==> src/core/lookup_defines.svh <==
// register offsets, reset values, field positions and mode codes of the lookup decoder
`ifndef LOOKUP_DEFINES_SVH
`define LOOKUP_DEFINES_SVH

`define LK_ADDR_MODE        8'h10
`define LK_ADDR_TABLE_ZERO  8'h11
`define LK_ADDR_TABLE_ONE   8'h12
`define LK_ADDR_TABLE_TWO   8'h13
`define LK_ADDR_TABLE_THREE 8'h14
`define LK_ADDR_TABLE_FOUR  8'h15

`define LK_RESET_BYTE       8'h00
`define LK_UNMAPPED_BYTE    8'h00

`define LK_UPPER_SEL_HI     7
`define LK_UPPER_SEL_LO     4
`define LK_LOWER_SEL_HI     1
`define LK_LOWER_SEL_LO     0
`define LK_UPPER_FIELD      5:4
`define LK_LOWER_FIELD      1:0

`define LK_MODE_OFF         2'h0
`define LK_MODE_TWO_IN      2'h1
`define LK_MODE_THREE_IN    2'h2
`define LK_MODE_THREE_TWO   2'h3

`define LK_UPPER_2IN_OUT    6
`define LK_UPPER_2IN_IDX    5:4
`define LK_UPPER_3IN_OUT    7
`define LK_UPPER_3IN_IDX    6:4
`define LK_LOWER_2IN_OUT    2
`define LK_LOWER_2IN_IDX    1:0
`define LK_LOWER_3IN_OUT    3
`define LK_LOWER_3IN_IDX    2:0
`define LK_LOWER_32_OUT_LO  3
`define LK_LOWER_32_OUT_HI  4

`define LK_T0_UPPER_BASE    3'h4
`define LK_T0_LOWER_BASE    3'h0

`endif

==> src/core/lookup_pkg.sv <==
// shared types of the lookup decoder
package lookup_pkg;

    typedef logic [7:0] byte_t;
    typedef logic [1:0] sel_t;

    typedef enum logic [1:0] {
        MODE_OFF       = 2'h0,
        MODE_TWO_IN    = 2'h1,
        MODE_THREE_IN  = 2'h2,
        MODE_THREE_TWO = 2'h3
    } lookup_mode_t;

endpackage : lookup_pkg

==> src/core/lookup_if.sv <==
// carrier between the register side and the table decoder
interface lookup_if;
    lookup_pkg::byte_t table_zero;
    lookup_pkg::byte_t table_one;
    lookup_pkg::byte_t table_two;
    lookup_pkg::byte_t table_three;
    lookup_pkg::byte_t table_four;
    lookup_pkg::sel_t  upper_sel;
    lookup_pkg::sel_t  lower_sel;
    lookup_pkg::byte_t pins;
    lookup_pkg::byte_t dec_val;
    lookup_pkg::byte_t dec_en;

    modport ctrl (
        output table_zero, table_one, table_two, table_three, table_four,
        output upper_sel, lower_sel, pins,
        input  dec_val, dec_en
    );
    modport dec (
        input  table_zero, table_one, table_two, table_three, table_four,
        input  upper_sel, lower_sel, pins,
        output dec_val, dec_en
    );
endinterface : lookup_if

==> src/core/lookup_table_decode.sv <==
// combinational table lookup for both nibbles of the bank
`include "lookup_defines.svh"

module lookup_table_decode (
    lookup_if.dec lk
);

    function automatic logic pick(input lookup_pkg::byte_t tbl, input logic [2:0] idx);
        pick = tbl[idx];
    endfunction : pick

    // pure lookup from current pin levels, no register in the path
    always_comb begin
        lk.dec_val = `LK_RESET_BYTE;
        lk.dec_en  = `LK_RESET_BYTE;
        unique case (lk.upper_sel)
            `LK_MODE_OFF: begin
            end
            `LK_MODE_TWO_IN: begin
                // upper half of table zero, bit 7 for pattern 11 down to bit 4 for 00
                lk.dec_val[`LK_UPPER_2IN_OUT] = pick(lk.table_zero,
                    `LK_T0_UPPER_BASE + {1'b0, lk.pins[`LK_UPPER_2IN_IDX]});
                lk.dec_en[`LK_UPPER_2IN_OUT]  = 1'b1;
            end
            `LK_MODE_THREE_IN: begin
                lk.dec_val[`LK_UPPER_3IN_OUT] = pick(lk.table_one, lk.pins[`LK_UPPER_3IN_IDX]);
                lk.dec_en[`LK_UPPER_3IN_OUT]  = 1'b1;
            end
            `LK_MODE_THREE_TWO: begin
                // reserved code: left as plain gpio
            end
        endcase
        unique case (lk.lower_sel)
            `LK_MODE_OFF: begin
            end
            `LK_MODE_TWO_IN: begin
                lk.dec_val[`LK_LOWER_2IN_OUT] = pick(lk.table_zero,
                    `LK_T0_LOWER_BASE + {1'b0, lk.pins[`LK_LOWER_2IN_IDX]});
                lk.dec_en[`LK_LOWER_2IN_OUT]  = 1'b1;
            end
            `LK_MODE_THREE_IN: begin
                lk.dec_val[`LK_LOWER_3IN_OUT] = pick(lk.table_two, lk.pins[`LK_LOWER_3IN_IDX]);
                lk.dec_en[`LK_LOWER_3IN_OUT]  = 1'b1;
            end
            `LK_MODE_THREE_TWO: begin
                lk.dec_val[`LK_LOWER_32_OUT_LO] = pick(lk.table_three, lk.pins[`LK_LOWER_3IN_IDX]);
                lk.dec_val[`LK_LOWER_32_OUT_HI] = pick(lk.table_four, lk.pins[`LK_LOWER_3IN_IDX]);
                lk.dec_en[`LK_LOWER_32_OUT_LO]  = 1'b1;
                lk.dec_en[`LK_LOWER_32_OUT_HI]  = 1'b1;
            end
        endcase
    end

endmodule : lookup_table_decode

==> src/core/gpio_lookup_logic_decoder.sv <==
// lookup-table logic of an 8-line gpio bank: mode and table registers plus pin override
// Operation
// - upper mode 00 leaves lines 7..4 as plain gpio, except line 4 while lower mode is 11.
// - upper mode 01 drives line 6 from table zero indexed by lines 5..4.
// - upper mode 10 drives line 7 from table one indexed by lines 6..4.
// - lower mode 00 leaves lines 3..0 as plain gpio.
// - lower mode 01 drives line 2 from table zero indexed by lines 1..0.
// - lower mode 10 drives line 3 from table two indexed by lines 2..0.
// - lower mode 11 drives lines 4 and 3 from decoded tables, indexed by 2..0.
// - table zero bits 7..4 give line 6 for patterns 11, 10, 01, 00.
// - table zero upper bits matter only in upper two-input mode.
`include "lookup_defines.svh"

module gpio_lookup_logic_decoder (
    input  wire logic              core_clk,
    input  wire logic              rst,
    // register port from the serial slave
    input  wire logic [7:0]        reg_addr,
    input  wire logic [7:0]        reg_wdata,
    input  wire logic              reg_wr,
    input  wire logic              reg_rd,
    output lookup_pkg::byte_t      reg_rdata,
    output logic                   reg_rvalid,
    // plain gpio levels from the expander core
    input  wire logic [7:0]        gpio_data,
    input  wire logic [7:0]        gpio_dir_out,
    // pad side
    input  wire logic [7:0]        io_in,
    output logic      [7:0]        io_out,
    output logic      [7:0]        io_oe,
    output logic      [7:0]        lookup_active
);

    lookup_pkg::byte_t   mode_r;
    lookup_pkg::byte_t   mode_nxt;
    lookup_pkg::byte_t   table_zero_r;
    lookup_pkg::byte_t   table_zero_nxt;
    lookup_pkg::byte_t   table_one_r;
    lookup_pkg::byte_t   table_one_nxt;
    lookup_pkg::byte_t   table_two_r;
    lookup_pkg::byte_t   table_two_nxt;
    lookup_pkg::byte_t   table_three_r;
    lookup_pkg::byte_t   table_three_nxt;
    lookup_pkg::byte_t   table_four_r;
    lookup_pkg::byte_t   table_four_nxt;
    lookup_pkg::byte_t   rdata_r;
    lookup_pkg::byte_t   rdata_nxt;
    logic                rvalid_r;
    logic                rvalid_nxt;
    lookup_pkg::lookup_mode_t upper_mode;
    lookup_pkg::lookup_mode_t lower_mode;
    logic                wr_mode;
    logic                wr_table_zero;
    logic                wr_table_one;
    logic                wr_table_two;
    logic                wr_table_three;
    logic                wr_table_four;

    lookup_if lk ();

    // address compare shared by the write strobes and the read mux
    function automatic logic reg_hit(input logic [7:0] addr, input logic [7:0] target);
        reg_hit = (addr == target);
    endfunction : reg_hit

    // register read mux, also used to answer unmapped addresses
    function automatic lookup_pkg::byte_t read_mux(input logic [7:0] addr,
                                                   input lookup_pkg::byte_t m,
                                                   input lookup_pkg::byte_t t0,
                                                   input lookup_pkg::byte_t t1,
                                                   input lookup_pkg::byte_t t2,
                                                   input lookup_pkg::byte_t t3,
                                                   input lookup_pkg::byte_t t4);
        lookup_pkg::byte_t v;
        v = `LK_UNMAPPED_BYTE;
        if (reg_hit(addr, `LK_ADDR_MODE)) begin
            v = m;
        end
        if (reg_hit(addr, `LK_ADDR_TABLE_ZERO)) begin
            v = t0;
        end
        if (reg_hit(addr, `LK_ADDR_TABLE_ONE)) begin
            v = t1;
        end
        if (reg_hit(addr, `LK_ADDR_TABLE_TWO)) begin
            v = t2;
        end
        if (reg_hit(addr, `LK_ADDR_TABLE_THREE)) begin
            v = t3;
        end
        if (reg_hit(addr, `LK_ADDR_TABLE_FOUR)) begin
            v = t4;
        end
        read_mux = v;
    endfunction : read_mux

    // one strobe per register; a write to an unmapped address raises none of them
    assign wr_mode        = reg_wr && reg_hit(reg_addr, `LK_ADDR_MODE);
    assign wr_table_zero  = reg_wr && reg_hit(reg_addr, `LK_ADDR_TABLE_ZERO);
    assign wr_table_one   = reg_wr && reg_hit(reg_addr, `LK_ADDR_TABLE_ONE);
    assign wr_table_two   = reg_wr && reg_hit(reg_addr, `LK_ADDR_TABLE_TWO);
    assign wr_table_three = reg_wr && reg_hit(reg_addr, `LK_ADDR_TABLE_THREE);
    assign wr_table_four  = reg_wr && reg_hit(reg_addr, `LK_ADDR_TABLE_FOUR);

    // register writes: whole byte stored, reserved mode bits kept as written
    always_comb begin
        mode_nxt        = mode_r;
        table_zero_nxt  = table_zero_r;
        table_one_nxt   = table_one_r;
        table_two_nxt   = table_two_r;
        table_three_nxt = table_three_r;
        table_four_nxt  = table_four_r;
        if (wr_mode) begin
            mode_nxt = reg_wdata;
        end
        if (wr_table_zero) begin
            table_zero_nxt = reg_wdata;
        end
        if (wr_table_one) begin
            table_one_nxt = reg_wdata;
        end
        if (wr_table_two) begin
            table_two_nxt = reg_wdata;
        end
        if (wr_table_three) begin
            table_three_nxt = reg_wdata;
        end
        if (wr_table_four) begin
            table_four_nxt = reg_wdata;
        end
    end

    // every register clears to zero, so both nibbles leave reset as plain gpio
    always_ff @(posedge core_clk) begin
        if (rst) begin
            mode_r        <= `LK_RESET_BYTE;
            table_zero_r  <= `LK_RESET_BYTE;
            table_one_r   <= `LK_RESET_BYTE;
            table_two_r   <= `LK_RESET_BYTE;
            table_three_r <= `LK_RESET_BYTE;
            table_four_r  <= `LK_RESET_BYTE;
        end else begin
            mode_r        <= mode_nxt;
            table_zero_r  <= table_zero_nxt;
            table_one_r   <= table_one_nxt;
            table_two_r   <= table_two_nxt;
            table_three_r <= table_three_nxt;
            table_four_r  <= table_four_nxt;
        end
    end

    // read data is captured on the edge that samples the strobe; a same-cycle write is not yet visible
    always_comb begin
        rvalid_nxt = reg_rd;
        rdata_nxt  = rdata_r;
        if (reg_rd) begin
            rdata_nxt = read_mux(reg_addr, mode_r, table_zero_r, table_one_r,
                                 table_two_r, table_three_r, table_four_r);
        end
    end

    // rvalid is reg_rd delayed by one cycle; rdata holds until the next read
    always_ff @(posedge core_clk) begin
        if (rst) begin
            rdata_r  <= `LK_RESET_BYTE;
            rvalid_r <= 1'b0;
        end else begin
            rdata_r  <= rdata_nxt;
            rvalid_r <= rvalid_nxt;
        end
    end

    assign reg_rdata  = rdata_r;
    assign reg_rvalid = rvalid_r;

    // mode field of one nibble of the mode register
    function automatic lookup_pkg::lookup_mode_t nibble_mode(input lookup_pkg::byte_t m, input logic upper);
        if (upper) begin
            nibble_mode = lookup_pkg::lookup_mode_t'(m[`LK_UPPER_FIELD]);
        end else begin
            nibble_mode = lookup_pkg::lookup_mode_t'(m[`LK_LOWER_FIELD]);
        end
    endfunction : nibble_mode

    // mode fields; the reserved upper code 11 decodes to nothing
    assign upper_mode = nibble_mode(mode_r, 1'b1);
    assign lower_mode = nibble_mode(mode_r, 1'b0);

    assign lk.table_zero  = table_zero_r;
    assign lk.table_one   = table_one_r;
    assign lk.table_two   = table_two_r;
    assign lk.table_three = table_three_r;
    assign lk.table_four  = table_four_r;
    assign lk.upper_sel   = upper_mode;
    assign lk.lower_sel   = lower_mode;
    // index comes from the pad level, so a decoded line may itself index another decode
    assign lk.pins        = io_in;

    lookup_table_decode u_decode (
        .lk (lk.dec)
    );

    // pad mux: a decoded line is forced to output, others keep their gpio setting;
    // the path from io_in to io_out is combinational, so the board must not loop them
    always_comb begin
        for (int i = 0; i < 8; i++) begin
            if (lk.dec_en[i]) begin
                io_out[i] = lk.dec_val[i];
                io_oe[i]  = 1'b1;
            end else begin
                io_out[i] = gpio_data[i];
                io_oe[i]  = gpio_dir_out[i];
            end
        end
    end

    assign lookup_active = lk.dec_en;

endmodule : gpio_lookup_logic_decoder

==> config.mk <==
export PLATFORM = sky130hd
export DESIGN_NAME = gpio_lookup_logic_decoder
export DESIGN_NICKNAME = d
export VERILOG_FILES = /design/src/core/lookup_pkg.sv /design/src/core/lookup_if.sv /design/src/core/lookup_table_decode.sv /design/src/core/gpio_lookup_logic_decoder.sv
export VERILOG_INCLUDE_DIRS = /design/src /design/src/core
export SDC_FILE = /design/constraint.sdc
export NUM_CORES = 1
export LEC_CHECK = 0
export ABC_AREA = 0
export BUFFER_PORTS_ARGS = -buffer_cell sky130_fd_sc_hd__buf_2
export CAP_MARGIN = 20
export CORE_MARGIN = 3
export CORE_UTILIZATION = 58
export CTS_CLUSTER_DIAMETER = 50
export DETAILED_ROUTE_END_ITERATION = 10
export GPL_TIMING_DRIVEN = 1
export PLACE_DENSITY = 0.83
export SYNTH_ARGS = -nofsm -noshare
export SYNTH_HDL_FRONTEND = slang
export SYNTH_HIERARCHICAL = 1
export SYNTH_SLANG_ARGS = --single-unit
==> constraint.sdc <==
create_clock -name core_clk -period 3 [get_ports core_clk]
set_clock_uncertainty 0.1 [all_clocks]
set_input_delay 0.6 -clock core_clk [delete_from_list [all_inputs] [get_ports core_clk]]
set_output_delay 0.6 -clock core_clk [all_outputs]
set_load 0.005 [all_outputs]
==> impl_metrics.ini <==
[yosys]
yosysUniqueCellTypes = 32
synth_seq_area_share = 0.355
synthTopCellsByArea = dfxtp_1, mux2i_1, nand2b_1, mux4_1, mux2_2
syn_area_per_cell_sq_um = 10.3
yosys_most_used_dff = dfxtp_1
synth_common_cells = mux2i_1, nand2b_1, dfxtp_1, clkbuf_1, nand2_1
yosysMostFrequentCell = mux2i_1
synth_top_cell_by_area = dfxtp_1
synth_top_area_share = 0.355
synth_seq_cells = 57
netlist_area_sq_um = 3220
synth_edf_count = 0
synth_cells = 312
yosys_warnings = 6
async_reset_ff_frac = 0

[cts]
insertion_delay_ns = 0.34
cts_buffer_depth = 2
cts_sinks = 57
clkTransAtPathRegs_ns = 0.06
cts_buffers = 9
htreeDepth = 3
cts_tree = done
postCtsSetupBuffers = 0
postCtsResizedCells = 0
cts_root_buffer = clkbuf_8
cts-hold-fix-buffers = 0

[setup_path]
path_cells = buf_2 > mux4_1 > o211ai_1 > o22ai_1 > mux2_2 > buf_2
worstPathRequired_ns = 2.30
cp-start-kind = input pin
cp.arrival_ns = 2.22
cp.depth = 6
max_stage_delay_ns = 0.59
path_buf_inv = 2
cp-endpoint = io_out[3]
path_common_cell = buf_2
slowest_stage = mux4_1
r2r_cells = 3
startpoint = io_in[1]
reg2reg_to = reg_rdata[1]
r2r_setup_slack_ns = 1.65
crit_family = multiplexers
reg2reg_from = mode_r[1]
path_class = in -> out
crit_fanout = 9
crit_path_end_kind = primary output

[global_routing]
grt_overflow = 0
grt_pass1_wl_um = 12600
grt_start_max_net_pins = 59
first_global_vias = 2525
grt_usage = 0.265
antenna_found_initial = 0

[sta]
tightest_slew_ns = 0.742
rsz0062_at_grt = false
final_max_slew_viol_count = 0
fin_crit_ns = 2.92
fin_setup_tns_ns = 0
clock.fmax_mhz = 343
slew_headroom = 0.504
period_share = 0.973
setup_violations = 0
hold_violations = 0

[power_and_ir_drop]
p_total_mw = 1.67
p_seq_frac = 0.455
peakVddDrop_mv = 0.436
swShare = 0.230
pwr_density_cell_nw_per_um2 = 440
clkPwrFrac = 0.445
internal-power_mw = 1.29
p_sw_uw = 384
combPwrFrac = 0.100
cellLeakagePower_nw = 1.80

[outcome]
status = completed

[drt]
viasPerCell = 5.88
ant_nets = 0
firstDrtPassIters = 5
wl_per_cell_um = 18.4
vias = 2688
route.detailed.drc = 0
drtIter0Drc = 222
wl_um = 8390

[die]
chipHeight_um = 80.5
die_x_um = 80.5
ios = 77
dieArea_sq_um = 6480
initial_core_util = 0.614
core_area_sq_um = 5240
rows = 26

[placement]
gp_congestion = 0.923
port_buffers = 71
dpl.hpwl_um = 5970

[finish]
antenna_cells = 0
syn2layout_area_growth_pct = 18.1
fill_cells = 409
final_nets = 426
drive_above_1_share = 0.297

[hold_path]
hp-class = reg -> reg

[job]
maxCapViolations = 0
metal layers:
metal	share of wire	vias to the layer above	routed length (um)	track usage
met5	0	-	0	0
met1	0.42	1269	3520	0.333
met3	0.089	26	745	0.0717
met4	0.031	0	257	0.125
li1	-	1254	-	-
met2	0.46	139	3870	0.421
cell type report:
type | instances | area, sq um | area share
tap | 70 | 87.6 | 0.0230
clock buffer | 14 | 173 | 0.0454
sequential | 57 | 1140 | 0.300
inverter | 2 | 7.51 | 0.00197
clock inverter | 2 | 35.0 | 0.00922
multi-input combinational | 234 | 1950 | 0.513
timing repair buffer | 78 | 408 | 0.107
logic make-up after synthesis:
logic type / count (synthesis) / share of synthesized area
simple gates: 123 / 0.239
mux: 86 / 0.308
flops: 57 / 0.355
buf+inv: 26 / 0.0455
compound gates: 19 / 0.0517
other cells: 1 / 0.00117
cell usage in the layout (no fill, tap or decap), types with 3 or more instances in the layout:
cell,count
buf_2,71
mux2i_1,70
nand2b_1,58
dfxtp_1,57
clkbuf_8,12
nand2_1,11
nor3b_1,10
or2_2,9
mux2_2,8
a221o_1,8
nor4_1,8
o31ai_1,8
buf_4,7
conb_1,6
nor2b_1,5
mux4_1,5
nor2_1,4
nand4_1,4
nand3b_1,4
nand3_1,3
mux4_2,3
stage by stage:
stage / hold WS [ns] / cells / instance area (sq um) / setup slack, ns / util
floorplan: 0.349 / 317 / 3240 / 0.544 / -
global placement: 0.337 / 441 / 3590 / 0.161 / 0.686
detailed placement: 0.339 / 441 / 3590 / 0.126 / 0.686
CTS: 0.353 / 457 / 3800 / 0.114 / 0.726
global route: 0.376 / 457 / 3800 / 0.0497 / 0.726
finish: 0.354 / 457 / 3800 / 0.0803 / 0.726
worst min-delay path by stage:
| stage | startpoint | to | slack [ns] | cells past startpoint |
|---|---|---|---|---|
| 2_1_floorplan | reg_rdata[0] | reg_rdata[0] | 0.35 | 2 |
| 3_3_place_gp | reg_rdata[0] | reg_rdata[0] | 0.34 | 2 |
| 3_5_place_dp | reg_rdata[6] | reg_rdata[6] | 0.34 | 2 |
| 4_1_cts | reg_rdata[6] | reg_rdata[6] | 0.35 | 2 |
| 5_1_grt | reg_rdata[1] | reg_rdata[1] | 0.38 | 2 |
| 6_report | reg_rdata[6] | reg_rdata[6] | 0.35 | 2 |
registers in the layout (all words and copies together), names as in the netlist:
register        flops
lk.table_one        8
reg_rvalid          1
mode_r              8
lk.table_zero       8
reg_rdata           8
lk.table_four       8
lk.table_three      8
lk.table_two        8
power by group through the flow:
stage	logic (mW)	clock network, mW	registers [mW]
after CTS	0.164	0.754	0.760
final	0.167	0.744	0.760
after global placement	0.160	0	0.776
after detailed placement	0.163	0	0.776
after global routing	0.177	0.790	0.759
after floorplan	0.105	0	0.776
worst reg2reg max path, stage by stage (launching register included):
cell and delay (ns):
dfxtp_1 0.46, mux2i_1 0.11, a221o_1 0.37, o31ai_1 0.21
(Power assumes the default switching activity.)
